<file path="config.mk">
export PLATFORM = sky130hd
export DESIGN_NAME = temp_result_ecc_handshake_eol
export DESIGN_NICKNAME = d
export VERILOG_FILES = /design/src/rtl/tsense_pkg.sv /design/src/rtl/tsense_res_if.sv /design/src/rtl/temp_result_ecc_handshake_eol.sv /design/src/rtl/result_encoder.sv
export VERILOG_INCLUDE_DIRS = /design/src /design/src/rtl
export SDC_FILE = /design/constraint.sdc
export NUM_CORES = 1
export LEC_CHECK = 0
export BUFFER_PORTS_ARGS = -buffer_cell sky130_fd_sc_hd__buf_2
export CAP_MARGIN = 25
export CELL_PAD_IN_SITES_DETAIL_PLACEMENT = 0
export CELL_PAD_IN_SITES_GLOBAL_PLACEMENT = 1
export CORE_ASPECT_RATIO = 0.8
export CORE_MARGIN = 2
export CORE_UTILIZATION = 48
export DETAILED_ROUTE_END_ITERATION = 6
export GPL_ROUTABILITY_DRIVEN = 0
export GPL_TIMING_DRIVEN = 0
export PLACE_DENSITY = 0.83
export RECOVER_POWER = 100
export SLEW_MARGIN = 40
export SYNTH_ARGS = -nofsm -noshare
export SYNTH_HDL_FRONTEND = slang
export SYNTH_SLANG_ARGS = --single-unit
export TNS_END_PERCENT = 1
</file>
<file path="constraint.sdc">
create_clock -name ref_clk -period 3.95 [get_ports ref_clk]
set_input_delay 0.395 -clock ref_clk [delete_from_list [all_inputs] [get_ports ref_clk]]
set_output_delay 0.395 -clock ref_clk [all_outputs]
set_load 0.05 [all_outputs]
</file>
<file path="src/rtl/tsense_defines.svh">
/*
 * Constants for the temperature result, handshake and battery-low logic.
 * Assumes a 200 MHz core clock; included by bare name.
 */
`ifndef TSENSE_DEFINES_SVH
`define TSENSE_DEFINES_SVH

// Core clock period in ps
`define CLK_PERIOD_PS      5000
// Conversion time in ms and cycles
`define CONV_TIME_MS       50
// Cycles per ms taken first, so no intermediate product leaves 32 bits
`define CONV_CYCLES        (`CONV_TIME_MS * (1000000000 / `CLK_PERIOD_PS))
// Least handshake start pulse in us, and cycles rounded up
`define START_PULSE_US     50
`define START_PULSE_CYCLES ((`START_PULSE_US * 1000000 + `CLK_PERIOD_PS - 1) / `CLK_PERIOD_PS)
// Fixed upper address bits
`define BASE_ADDR          5'h12
// Threshold register reset value: enabled, level five
`define THRESH_RESET       5'h15
// Result field positions
`define CODE_LSB           4
`define CODE_W             12

`endif

</file>
<file path="src/rtl/tsense_pkg.sv">
/*
 * Types shared by the result readout logic.
 * Assumes tsense_defines.svh is included by the users.
 */
package tsense_pkg;
  typedef enum logic [1:0] {
    CMD_READ,
    CMD_START,
    CMD_THRESH,
    CMD_RESET
  } cmd_code_t;
endpackage

</file>
<file path="src/rtl/tsense_res_if.sv">
/*
 * Carrier between the core and the result encoder.
 * Assumes both ends run on the same clock.
 */
interface tsense_res_if;
  logic [11:0] code;
  logic        twowire;
  logic [15:0] word;
  modport core (output code, output twowire, input word);
  modport enc  (input code, input twowire, output word);
endinterface

</file>
<file path="src/rtl/temp_result_ecc_handshake_eol.sv">
/*
 * Measurement control and result readout of the temperature sensor:
 * start commands, busy and acknowledge, handshake pin, battery-low flag.
 * Assumes a decoded command front end on the same clock, and pins
 * (handshake, mode, sub-address, battery compare) arriving asynchronously.
 */
`include "tsense_defines.svh"

module temp_result_ecc_handshake_eol #(
  parameter int CONV_CYCLES  = `CONV_CYCLES,
  parameter int PULSE_CYCLES = `START_PULSE_CYCLES
) (
  // Clock and reset
  input  wire logic        ref_clk,
  input  wire logic        rst_n,
  // Decoded bus transaction from the serial front end
  input  wire logic        cmd_valid,
  input  wire logic [6:0]  cmd_addr,
  input  wire logic [1:0]  cmd_code,
  input  wire logic        cmd_rnw,
  input  wire logic [4:0]  cmd_data,
  output logic             cmd_ack,
  output logic [15:0]      rd_word,
  // Pins
  input  wire logic        mode_pin,
  input  wire logic        sub_addr_pin_hi,
  input  wire logic        sub_addr_pin_lo,
  input  wire logic        handshake_pin_in,
  output logic             handshake_pin_out,
  output logic             handshake_pin_oe_n,
  output logic             battery_low_out,
  // Analog side
  input  wire logic        supply_below,
  input  wire logic [11:0] adc_code,
  output logic [3:0]       battery_threshold,
  output logic             conv_active
);
  typedef enum logic [1:0] {
    ST_IDLE,
    ST_CONV,
    ST_DONE
  } conv_state_t;

  localparam int PW = $clog2(PULSE_CYCLES + 1);
  localparam int CW = $clog2(CONV_CYCLES + 1);

  conv_state_t  state_r;
  logic [CW-1:0] conv_cnt_r;
  logic [PW-1:0] low_cnt_r;
  logic [CW-1:0] run_len_r;
  logic [11:0]  code_r;
  logic         have_code_r;
  logic [4:0]   thresh_r;
  logic [1:0]   hs_sync_r;
  logic [1:0]   mode_sync_r;
  logic [1:0]   ahi_sync_r;
  logic [1:0]   alo_sync_r;
  logic [1:0]   bat_sync_r;
  logic         hs_start;
  logic         addr_hit;
  logic         soft_rst;
  logic         start_req;
  logic         twowire;
  tsense_res_if res ();

  // Two-stage synchronisers for every pin input
  always_ff @(posedge ref_clk or negedge rst_n) begin
    if (!rst_n) begin
      hs_sync_r   <= 2'h3;
      mode_sync_r <= 2'h0;
      ahi_sync_r  <= 2'h0;
      alo_sync_r  <= 2'h0;
      bat_sync_r  <= 2'h0;
    end else begin
      hs_sync_r   <= {hs_sync_r[0], handshake_pin_in};
      mode_sync_r <= {mode_sync_r[0], mode_pin};
      ahi_sync_r  <= {ahi_sync_r[0], sub_addr_pin_hi};
      alo_sync_r  <= {alo_sync_r[0], sub_addr_pin_lo};
      bat_sync_r  <= {bat_sync_r[0], supply_below};
    end
  end

  assign twowire = mode_sync_r[1];

  // Address match: fixed base plus pin-selected sub-address
  assign addr_hit = cmd_valid &&
                    (cmd_addr == {`BASE_ADDR, ahi_sync_r[1], alo_sync_r[1]});
  assign soft_rst = addr_hit && !cmd_rnw &&
                    (cmd_code == 2'(tsense_pkg::CMD_RESET));

  // Count the host's low pulse; only a full-length pulse starts
  always_ff @(posedge ref_clk or negedge rst_n) begin
    if (!rst_n) begin
      low_cnt_r <= '0;
    end else if (hs_sync_r[1] || state_r != ST_IDLE) begin
      low_cnt_r <= '0;
    end else if (low_cnt_r != PW'(PULSE_CYCLES)) begin
      low_cnt_r <= low_cnt_r + PW'(1);
    end
  end

  // Start when the low pulse has lasted long enough and the host let go
  assign hs_start = (low_cnt_r == PW'(PULSE_CYCLES)) && hs_sync_r[1];

  // Command start or handshake start; battery result plays no part
  assign start_req = (addr_hit && !cmd_rnw &&
                      cmd_code == 2'(tsense_pkg::CMD_START)) || hs_start;

  // Conversion sequencer; a start while converting is dropped
  always_ff @(posedge ref_clk or negedge rst_n) begin
    if (!rst_n) begin
      state_r    <= ST_IDLE;
      conv_cnt_r <= '0;
    end else if (soft_rst) begin
      state_r    <= ST_IDLE;
      conv_cnt_r <= '0;
    end else begin
      case (state_r)
        ST_IDLE, ST_DONE: begin
          if (start_req) begin
            state_r    <= ST_CONV;
            conv_cnt_r <= '0;
          end else if (state_r == ST_DONE && addr_hit && cmd_rnw &&
                       cmd_code == 2'(tsense_pkg::CMD_READ)) begin
            state_r <= ST_IDLE;
          end
        end
        ST_CONV: begin
          if (conv_cnt_r == CW'(CONV_CYCLES - 1)) begin
            state_r <= ST_DONE;
          end else begin
            conv_cnt_r <= conv_cnt_r + CW'(1);
          end
        end
        default: state_r <= ST_IDLE;
      endcase
    end
  end

  // Latch the code at the end of a conversion
  always_ff @(posedge ref_clk or negedge rst_n) begin
    if (!rst_n) begin
      code_r      <= 12'h000;
      have_code_r <= 1'b0;
    end else if (soft_rst) begin
      code_r      <= 12'h000;
      have_code_r <= 1'b0;
    end else if (state_r == ST_CONV && conv_cnt_r == CW'(CONV_CYCLES - 1)) begin
      code_r      <= adc_code;
      have_code_r <= 1'b1;
    end
  end

  // Threshold register: bit 4 enables, low four bits pick the level
  always_ff @(posedge ref_clk or negedge rst_n) begin
    if (!rst_n) begin
      thresh_r <= `THRESH_RESET;
    end else if (soft_rst) begin
      thresh_r <= `THRESH_RESET;
    end else if (addr_hit && !cmd_rnw &&
                 cmd_code == 2'(tsense_pkg::CMD_THRESH)) begin
      thresh_r <= cmd_data;
    end
  end

  // Battery compare taken at each conversion start, frozen if disabled
  always_ff @(posedge ref_clk or negedge rst_n) begin
    if (!rst_n) begin
      battery_low_out <= 1'b0;
    end else if (start_req && state_r != ST_CONV && thresh_r[4]) begin
      battery_low_out <= bat_sync_r[1];
    end
  end

  // Zero code unless a result exists and no conversion runs
  assign res.code    = (have_code_r && state_r != ST_CONV) ? code_r : 12'h000;
  assign res.twowire = twowire;

  result_encoder u_enc (
    .res (res.enc)
  );

  // Registered answer toward the bus front end; no ack while busy
  always_ff @(posedge ref_clk or negedge rst_n) begin
    if (!rst_n) begin
      cmd_ack <= 1'b0;
      rd_word <= 16'h0000;
    end else begin
      cmd_ack <= addr_hit && state_r != ST_CONV;
      rd_word <= res.word;
    end
  end

  // Handshake pin: driven low while done, released (pulled high) otherwise
  always_ff @(posedge ref_clk or negedge rst_n) begin
    if (!rst_n) begin
      handshake_pin_out  <= 1'b0;
      handshake_pin_oe_n <= 1'b1;
    end else begin
      handshake_pin_out  <= 1'b0;
      handshake_pin_oe_n <= !(state_r == ST_DONE);
    end
  end

  // Status outputs toward the analog side
  always_ff @(posedge ref_clk or negedge rst_n) begin
    if (!rst_n) begin
      battery_threshold <= 4'(`THRESH_RESET);
      conv_active       <= 1'b0;
    end else begin
      battery_threshold <= thresh_r[3:0];
      conv_active       <= state_r == ST_CONV;
    end
  end

  // Helper count of cycles with conv_active high; it measures the visible
  // busy window, not the sequencer counter, so an off-by-one shows up
  always_ff @(posedge ref_clk or negedge rst_n) begin
    if (!rst_n) begin
      run_len_r <= '0;
    end else if (conv_active) begin
      run_len_r <= run_len_r + CW'(1);
    end else begin
      run_len_r <= '0;
    end
  end

  // Busy and acknowledge
  chk_busy_no_ack: assert property (@(posedge ref_clk) disable iff (!rst_n)
    state_r == ST_CONV |=> !cmd_ack)
    else $error("ack while busy");

  chk_ack_on_hit: assert property (@(posedge ref_clk) disable iff (!rst_n)
    (addr_hit && state_r != ST_CONV) |=> cmd_ack)
    else $error("no ack for idle hit");

  chk_no_ack_miss: assert property (@(posedge ref_clk) disable iff (!rst_n)
    !addr_hit |=> !cmd_ack)
    else $error("ack without address match");

  // Result word; masks pick the code bits that feed each check bit
  chk_zero_busy: assert property (@(posedge ref_clk) disable iff (!rst_n)
    state_r == ST_CONV |=> rd_word[15:4] == 12'h000)
    else $error("code not zero");

  chk_code_lsb: assert property (@(posedge ref_clk) disable iff (!rst_n)
    !twowire |=> rd_word[3:0] == 4'h0)
    else $error("check bits in four-wire mode");

  chk_ecc_d3: assert property (@(posedge ref_clk) disable iff (!rst_n)
    twowire |=> rd_word[3] == ^($past(res.code) & 12'hE3A))
    else $error("bad D3");

  chk_ecc_d2: assert property (@(posedge ref_clk) disable iff (!rst_n)
    twowire |=> rd_word[2] == ^($past(res.code) & 12'h9B6))
    else $error("bad D2");

  chk_ecc_d1: assert property (@(posedge ref_clk) disable iff (!rst_n)
    twowire |=> rd_word[1] == ^($past(res.code) & 12'h4EE))
    else $error("bad D1");

  chk_ecc_d0: assert property (@(posedge ref_clk) disable iff (!rst_n)
    twowire |=> rd_word[0] == ^($past(res.code) & 12'h35E))
    else $error("bad D0");

  // Conversion sequencing
  chk_ignore_start: assert property (@(posedge ref_clk) disable iff (!rst_n)
    (state_r == ST_CONV && conv_cnt_r != CW'(CONV_CYCLES - 1) && !soft_rst)
    |=> state_r == ST_CONV && conv_cnt_r == $past(conv_cnt_r) + CW'(1))
    else $error("start disturbed run");

  chk_start_taken: assert property (@(posedge ref_clk) disable iff (!rst_n)
    (start_req && state_r != ST_CONV && !soft_rst) |=> state_r == ST_CONV && conv_cnt_r == '0)
    else $error("start not taken");

  chk_hs_start: assert property (@(posedge ref_clk) disable iff (!rst_n)
    (hs_start && state_r == ST_IDLE && !soft_rst) |=> state_r == ST_CONV)
    else $error("handshake start lost");

  chk_code_latch: assert property (@(posedge ref_clk) disable iff (!rst_n)
    (state_r == ST_CONV && conv_cnt_r == CW'(CONV_CYCLES - 1) && !soft_rst)
    |=> state_r == ST_DONE && code_r == $past(adc_code))
    else $error("code not latched at end");

  chk_conv_len: assert property (@(posedge ref_clk) disable iff (!rst_n)
    (conv_active && state_r == ST_DONE) |-> run_len_r == CW'(CONV_CYCLES - 1))
    else $error("conversion length");

  chk_active_out: assert property (@(posedge ref_clk) disable iff (!rst_n)
    state_r == ST_CONV |=> conv_active)
    else $error("busy output low in conversion");

  // Handshake pin
  chk_done_low: assert property (@(posedge ref_clk) disable iff (!rst_n)
    state_r == ST_DONE |=> !handshake_pin_oe_n && !handshake_pin_out)
    else $error("handshake not low");

  chk_done_release: assert property (@(posedge ref_clk) disable iff (!rst_n)
    (state_r == ST_DONE && addr_hit && cmd_rnw && !start_req && !soft_rst &&
     cmd_code == 2'(tsense_pkg::CMD_READ)) |=> state_r == ST_IDLE)
    else $error("read did not end done");

  chk_pin_released: assert property (@(posedge ref_clk) disable iff (!rst_n)
    state_r != ST_DONE |=> handshake_pin_oe_n)
    else $error("handshake driven outside done");

  chk_pin_level: assert property (@(posedge ref_clk) disable iff (!rst_n)
    1'b1 |-> !handshake_pin_out)
    else $error("handshake drive level not low");

  chk_pulse_cap: assert property (@(posedge ref_clk) disable iff (!rst_n)
    1'b1 |-> low_cnt_r <= PW'(PULSE_CYCLES))
    else $error("pulse counter past limit");

  // Battery-low flag and threshold
  chk_eol_sample: assert property (@(posedge ref_clk) disable iff (!rst_n)
    (start_req && state_r != ST_CONV && thresh_r[4]) |=> battery_low_out == $past(bat_sync_r[1]))
    else $error("eol not sampled at start");

  chk_eol_hold: assert property (@(posedge ref_clk) disable iff (!rst_n)
    !(start_req && state_r != ST_CONV && thresh_r[4]) |=> $stable(battery_low_out))
    else $error("eol moved between starts");

  chk_eol_frozen: assert property (@(posedge ref_clk) disable iff (!rst_n)
    !thresh_r[4] |=> $stable(battery_low_out))
    else $error("eol changed");

  chk_thr_write: assert property (@(posedge ref_clk) disable iff (!rst_n)
    (addr_hit && !cmd_rnw && cmd_code == 2'(tsense_pkg::CMD_THRESH)) |=> thresh_r == $past(cmd_data))
    else $error("threshold not written");

  chk_thr_out: assert property (@(posedge ref_clk) disable iff (!rst_n)
    1'b1 |=> battery_threshold == $past(thresh_r[3:0]))
    else $error("threshold output stale");

  chk_reset_cmd: assert property (@(posedge ref_clk) disable iff (!rst_n)
    soft_rst |=> thresh_r == `THRESH_RESET && !have_code_r)
    else $error("reset command left state");
endmodule

</file>
<file path="src/rtl/result_encoder.sv">
/*
 * Builds the 16-bit result word: 12-bit code on top, check bits below.
 * Assumes the code is held stable by the core.
 */
`include "tsense_defines.svh"

module result_encoder (
  tsense_res_if.enc res
);
  logic [15:0] d;
  logic [3:0]  chk;

  // Check bits over D15..D5 only; D4 stays outside every equation
  always_comb begin
    d      = {res.code, 4'h0};
    chk[3] = d[15] ^ d[14] ^ d[13] ^ d[9] ^ d[8] ^ d[7] ^ d[5];
    chk[2] = d[15] ^ d[12] ^ d[11] ^ d[9] ^ d[8] ^ d[6] ^ d[5];
    chk[1] = d[14] ^ d[11] ^ d[10] ^ d[9] ^ d[7] ^ d[6] ^ d[5];
    chk[0] = d[13] ^ d[12] ^ d[10] ^ d[8] ^ d[7] ^ d[6] ^ d[5];
  end

  // Low nibble carries check bits only in two-wire mode
  assign res.word = res.twowire ? {d[15:4], chk} : d;
endmodule

</file>
==> metrics.yaml, run 1 <==
logic_synthesis:
  synth-edff-count: 0
  synthTopCellsByArea: "dfrtp_1, dfstp_2, nor2_1"
  syn_avg_cell_area_sq_um: 10.6
  synth_top_family_by_area: "simple AND/OR/NAND/NOR gates"
  yosysMostFrequentCell: "dfrtp_1"
  synthXorXnorAreaFrac_pct: 6.94
  synth_top_area_share_pct: 50.5
  yosys.area.top_type: "dfrtp_1"
  async_reset_ff_share_pct: 100
  synthSimpleGateAreaFrac_pct: 19.6
  synth_area_sq_mm: 0.00417
  synthAdderAreaFrac_pct: 0.901
  syn_nets: 432
  synth_compound_area_share_pct: 10.2
  ys_top_cells_by_count: "dfrtp_1, nor2_1, a21oi_1"
  synthMuxAreaShare_pct: 3.91
  syn_inst: 394
  synthDistinctLibCells: 43
  synth_seq_cells: 92
  ys_seq_area_share_pct: 55.5
  synthFlopType: "dfrtp_1"
  yosys_warnings: 0
cts:
  post_cts_resized: 0
  numCtsBuffers: 9
  cts-root-buf: "clkbuf_8"
  cts_tree: "built"
  clockBufferDepth: 2
  clk_latency_ps: 370
  clk_pin_slew_ps: 90
  htreeDepth: 3
  cts_sinks: 92
global_route:
  antenna_found_initial: 0
  grt_max_degree: 62
  grt_pass1_wl_mm: 13.5
  overflow: 0
  first_global_vias: 2826
  grt_use_total_pct: 18.6
timing:
  fin_tns_setup_ps: 0
  period_minus_slack_ps: 3100
  drv_slew: 32
  hold_viol: 0
  slew_headroom_pct: -22.1
  setup_viol: 0
  skew_ps: 13.7
  rsz0062_at_grt: "false"
  fin_crit_sh_pct: 78.5
  timing.fmax_mhz: 322
  worst_pin_slew_ps: 1830
floorplan:
  initial_core_util_pct: 49.3
  core_sq_mm: 0.00845
  row_count: 30
  die_w_um: 108
  die_area_sq_mm: 0.00944
  num_io_pins: 60
  fp.dieH_um: 87.3
setup_path:
  cp.depth: 8
  cp.arrival_ps: 3340
  reg2reg_depth: 8
  crit_path_start_kind: "register"
  path_delay_family: "simple AND/OR/NAND/NOR gates"
  reg2reg_slack_ps: 850
  slowest_stage: "nor4_1"
  worstPathRequired_ps: 4190
  crit_fanout: 10
  path_class: "reg -> reg"
  reg2reg_to: "conv_cnt_r[2]"
  r2r_start: "low_cnt_r[0]"
  endpoint: "conv_cnt_r[2]"
  crit_start: "low_cnt_r[0]"
  critPathBufInv: 2
  crit_path_end_kind: "register"
  slowest_delay_ps: 560
  path_cells: "inv_1 > ha_1 > or4b_1 > nor4_1 > nand2_1 > a21boi_2 > clkbuf_1 > nor2_1"
route:
  wirelength_mm: 8.29
  wl_per_cell_um: 14.2
  route.detailed.drc: 0
  detail_route.first_pass.iterations: 5
  vias: 3055
  vias_per_cell: 5.25
  drt_iter0_drc: 144
  ant_nets: 0
pwr:
  power_mw: 1.74
  p_leak_nw: 2.16
  p_per_area_mw_per_mm2: 362
  ir_drop_mv: 0.275
run_status:
  violations: "max-capacitance violations, max-slew violations"
  outcome: "finished with violations"
placement:
  portBuffers: 58
  placedCellCount: 565
  dp_hpwl_mm: 5.94
  dpl_cell_area_sq_mm: 0.00463
final_layout:
  area_delta_synth_final_pct: 15.1
  nets: 503
  antennaDiodeCount: 0
  final_area_sq_mm: 0.00480
  drive_above_1_share_pct: 13.2
  layoutNonFillerInstCount: 582
min_path:
  hold_class: "in -> reg"
  worst_hold_startpoint: "supply_below"
job:
  drv_cap: 1
## where the power goes
group | internal [mW] | total, mW | switching [mW] | leakage [nW]
registers | 0.958 | 0.965 | 0.00703 | 1.21
clock network | 0.360 | 0.691 | 0.331 | 0.104
logic | 0.0259 | 0.0797 | 0.0537 | 0.846
## how the worst min path moves through the flow
stage / to / slack (ps) / cells after the start
final: bat_sync_r[0] / 120 / 1
after global routing: bat_sync_r[0] / 100 / 1
after CTS: hs_sync_r[0] / 100 / 1
after detailed placement: conv_cnt_r[8] / 300 / 1
after global placement: bat_sync_r[1] / 330 / 0
after floorplan: ahi_sync_r[0] / 100 / 0
## cells in the final DEF, fill, tap and decap left out, drive strengths merged, types with 6 or more instances in the layout
master and n:
xor2 15, buf 35, nor2 44, o21ai 22, xnor2 18, clkbuf 50, mux2i 14, inv 15
nand4 8, nand3 14, and3 15, dfrtp 84, or3 20, dfstp 8, a21oi 27, o31ai 6
nand2 22
## per-stage QoR
step / utilization, % / worst slack [ps] / hold slack [ps]
2_1_floorplan: - / 1430 / 99.4
3_3_place_gp: 54.4 / 1080 / 332
3_5_place_dp: 54.9 / 1040 / 301
4_1_cts: 57.6 / 1010 / 100
5_1_grt: 56.8 / 636 / 99.1
6_report: 56.8 / 849 / 121
## state kept, by name (all words and copies together) (netlist names), 2 cells and up
register           flops
battery_threshold      4
rd_word               16
conv_cnt_r            24
mode_sync_r            2
alo_sync_r             2
bat_sync_r             2
hs_sync_r              2
ahi_sync_r             2
state_r                2
code_r                12
thresh_r               5
low_cnt_r             14
## per-layer routing
| metal | routed length (um) | vias up | track usage, % | share of wire, % |
|---|---|---|---|---|
| met5 | 0 | - | 0 | 0 |
| met2 | 3730 | 64 | 27.5 | 45 |
| met4 | 74 | 0 | 6.76 | 0.89 |
| met1 | 4050 | 1469 | 25.9 | 49 |
| met3 | 433 | 7 | 5.91 | 5.2 |
| li1 | - | 1515 | - | - |
## repair_timing
action,CTS,global route
hold buffers,1,0
hold endpoints to repair,29,0
buffers inserted,0,0
## kinds of logic (layout without fill, tap and decap cells)
group,count (synthesis),in the layout
adder cells (fa/ha/maj),3,3
XOR/XNOR,33,33
flip-flops,92,92
buffers and inverters,29,105
other,1,1
AO/OA/AOI/OAI,65,65
multiplexers,16,16
AND/OR/NAND/NOR,155,155
## cell type report
type	count	area [sq um]
plain buffers	15	60.1
flip-flops and latches	92	2310
multi-input cells	273	1720
well taps	112	140
clock buffers	11	131
fillers	763	3650
inverters	14	52.6
repair buffers	60	297
clock inverters	5	85.1
Power figures use the tool's default switching activity.
==> inputs of run 2 (changes only) <==
- ABC_AREA: unset -> 1
- CORE_UTILIZATION: 48 -> 38
- PLACE_DENSITY: 0.83 -> 0.75
- clock period: 3.95 -> 2.7 ns (I/O delays scaled with it)
==> metrics.yaml, run 2 <==
setup_path:
  slowest_stage: "dfrtp_1"  # was nor4_1
  slowest_delay_ps: 510  # was 560 ps
  crit_path_end_kind: "register"  # unchanged
  r2r_start: "conv_cnt_r[0]"  # was low_cnt_r[0]
  cp.arrival_ps: 2580  # was 3340 ps
  path_class: "reg -> reg"  # unchanged
  crit_start: "conv_cnt_r[0]"  # was low_cnt_r[0]
  path_cells: "ha_1 > nand3_1 > inv_1 > nand2_1 > nor2_1 > nand3_1 > nor2_1 > nor2_1 > clkbuf_1 > nand2_1 > nand2_1"  # was inv_1 > ha_1 > or4b_1 > nor4_1 > nand2_1 > a21boi_2 > clkbuf_1 > nor2_1
  crit_fanout: 10  # unchanged
  worstPathRequired_ps: 2930  # was 4190 ps
  crit_path_start_kind: "register"  # unchanged
route:
  ant_nets: 0  # unchanged
  detail_route.first_pass.iterations: 5  # unchanged
  vias: 4645  # was 3,055
  drt_iter0_drc: 417  # was 144
  wl_per_cell_um: 13.8  # was 14.2 um
  wirelength_mm: 12.9  # was 8.29 mm
  vias_per_cell: 4.98  # was 5.25
  route.detailed.drc: 0  # unchanged
logic_synthesis:
  ys_top_cells_by_count: "nand2_1, nor2_1, dfrtp_1"  # was dfrtp_1, nor2_1, a21oi_1
  async_reset_ff_share_pct: 100  # unchanged
  syn_inst: 681  # was 394
  synthTopCellsByArea: "dfrtp_1, nand2_1, nand3_1"  # was dfrtp_1, dfstp_2, nor2_1
  yosys.area.top_type: "dfrtp_1"  # unchanged
  yosys_warnings: 0  # unchanged
  syn_nets: 719  # was 432
  syn_avg_cell_area_sq_um: 7.27  # was 10.6 sq um
  synth_seq_cells: 92  # unchanged
  synthFlopType: "dfrtp_1"  # unchanged
  synth_area_sq_mm: 0.00495  # was 0.00417 sq mm
  yosysMostFrequentCell: "nand2_1"  # was dfrtp_1
  synth_top_area_share_pct: 42.5  # was 50.5%
  synthDistinctLibCells: 32  # was 43
  ys_seq_area_share_pct: 46.7  # was 55.5%
  synth-edff-count: 0  # unchanged
global_route:
  grt_pass1_wl_mm: 21.9  # was 13.5 mm
  grt_max_degree: 56  # was 62
  overflow: 0  # unchanged
  first_global_vias: 4394  # was 2,826
  antenna_found_initial: 0  # unchanged
  grt_use_total_pct: 19.5  # was 18.6%
cts:
  numCtsBuffers: 9  # unchanged
  clockBufferDepth: 2  # unchanged
  cts-root-buf: "clkbuf_16"  # was clkbuf_8
  clk_pin_slew_ps: 70  # was 90 ps
  cts_tree: "built"  # unchanged
  clk_latency_ps: 340  # was 370 ps
  htreeDepth: 3  # unchanged
  cts_sinks: 92  # unchanged
final_layout:
  layout_common_cells: "nand2_1, nor2_1, dfrtp_1"  # was dfrtp_1, nor2_1, clkbuf_1
  antennaDiodeCount: 0  # unchanged
  regMostFlops: "conv_cnt_r"  # unchanged
  nets: 790  # was 503
  reg_top3: "conv_cnt_r: 24 flops, rd_word: 16 flops, low_cnt_r: 14 flops"  # unchanged
  drive_above_1_share_pct: 9.25  # was 13.2%
  layoutNonFillerInstCount: 932  # was 582
  final_common_cell: "nand2_1"  # was dfrtp_1
  largest_register_ffs: 24  # unchanged
  area_delta_synth_final_pct: 15.8  # was 15.1%
  final_util_pct: 44.8  # was 56.8%
  final_area_sq_mm: 0.00573  # was 0.00480 sq mm
pwr:
  intPower_mw: 2.32  # was 1.34 mW
  power_mw: 3.19  # was 1.74 mW
  ir_drop_mv: 0.299  # was 0.275 mV
  p_sw_mw: 0.869  # was 0.392 mW
  p_sw_share_pct: 27.2  # was 22.6%
  p_seq_share_pct: 49.8  # was 55.6%
  clkPwrFrac_pct: 40.6  # was 39.8%
  p_comb_share_pct: 9.6  # was 4.6%
  p_leak_nw: 2.79  # was 2.16 nW
  p_per_area_mw_per_mm2: 557  # was 362 mW/mm^2
timing:
  fin_tns_setup_ps: 0  # unchanged
  rsz0062_at_grt: "false"  # unchanged
  hold_slack_ps: 26.4  # was 121 ps
  hold_viol: 0  # unchanged
  slew_headroom_pct: -11.6  # was -22.1%
  worst_pin_slew_ps: 1670  # was 1830 ps
  timing.fmax_mhz: 425  # was 322 MHz
  period_minus_slack_ps: 2350  # was 3100 ps
  layout_setup_ws_ps: 348  # was 849 ps
  setup_viol: 0  # unchanged
  skew_ps: 6.74  # was 13.7 ps
  drv_slew: 38  # was 32
  fin_crit_sh_pct: 87.1  # was 78.5%
floorplan:
  die_area_sq_mm: 0.0140  # was 0.00944 sq mm
  fp.dieH_um: 106  # was 87.3 um
  num_io_pins: 60  # unchanged
  core_sq_mm: 0.0128  # was 0.00845 sq mm
  initial_core_util_pct: 38.7  # was 49.3%
  row_count: 37  # was 30
  die_w_um: 132  # was 108 um
placement:
  dp_hpwl_mm: 9.77  # was 5.94 mm
  placedCellCount: 915  # was 565
  dpl_cell_area_sq_mm: 0.00549  # was 0.00463 sq mm
  place_ws_ps: 497  # was 1040 ps
  portBuffers: 58  # unchanged
job:
  drv_cap: 1  # unchanged
min_path:
  hold_class: "in -> reg"  # unchanged
  worst_hold_startpoint: "handshake_pin_in"  # was supply_below
run_status:
  violations: "max-capacitance violations, max-slew violations"  # unchanged
  outcome: "finished with violations"  # unchanged
-- run 2: changes by cell type in the layout (fill, tap and decap cells not counted), sizes merged, moves of 6 or more --
cell / delta
a21oi: -13
nor2: +45
buf: +7
or3: -20
mux2i: -14
xor2: -14
inv: +61
nand4: +33
o31ai: -6
and3: -15
xnor2: -15
clkbuf: -6
nand3: +65
nand2: +204
-- run 2: cell type report --
cell class | instances | area (sq um)
fillers | 1347 | 7050
flip-flops and latches | 92 | 2310
multi-input cells | 497 | 2220
repair buffers | 60 | 302
inverters | 76 | 285
clock buffers | 12 | 246
well taps | 175 | 219
plain buffers | 16 | 83.8
clock inverters | 4 | 56.3
-- run 2: kinds of logic (layout without fill, tap and decap cells) --
kind of cell / Yosys count / in the layout / synth area share, %
AO/OA/AOI/OAI: 41 / 41 / 4.45
XOR/XNOR: 4 / 4 / 0.708
adder cells (fa/ha/maj): 3 / 3 / 0.759
buffers and inverters: 92 / 168 / 7.76
flip-flops: 92 / 92 / 46.7
other: 1 / 1 / 0.0758
AND/OR/NAND/NOR: 448 / 448 / 39.5
-- run 2: worst paths after layout --
kind                                 end  slack [ps]  cells past startpoint
setup reg to reg               code_r[3]         350                     11
min in group asynchronous   low_cnt_r[7]        1030                      2
hold / removal              hs_sync_r[0]          30                      1
hold reg to reg            alo_sync_r[1]         350                      0
setup / recovery               code_r[3]         350                     11
max in group asynchronous      code_r[3]         650                      3
-- run 2: layer usage --
| layer | global-route usage [%] | routed length (um) |
|---|---|---|
| met1 | 29.5 | 6830 |
| met2 | 29.0 | 5200 |
| met3 | 3.58 | 728 |
| met4 | 4.27 | 143 |
| met5 | 0 | 0 |
-- run 2: what timing repair did --
item                      in CTS  in global routing
hold endpoints to repair      29                  0
setup buffers                  0                  0
resized for setup              0                  0
hold buffers                   1                  0
-- run 2: worst max-delay path: cells and delay by family, from the launching register on --
| kind | cells | cell delay (ps) |
|---|---|---|
| buffers and inverters | 2 | 470 |
| adder cells (fa/ha/maj) | 1 | 340 |
| flip-flops | 1 | 510 |
| AND/OR/NAND/NOR | 8 | 900 |
-- run 2: power by group through the flow --
stage               Clock, mW  Sequential [mW]  Combinational [mW]
global route             1.41             1.60               0.356
detailed placement          0             1.61               0.311
global placement            0             1.61               0.301
floorplan                   0             1.57               0.193
CTS                      1.33             1.58               0.313
finish                   1.30             1.59               0.308
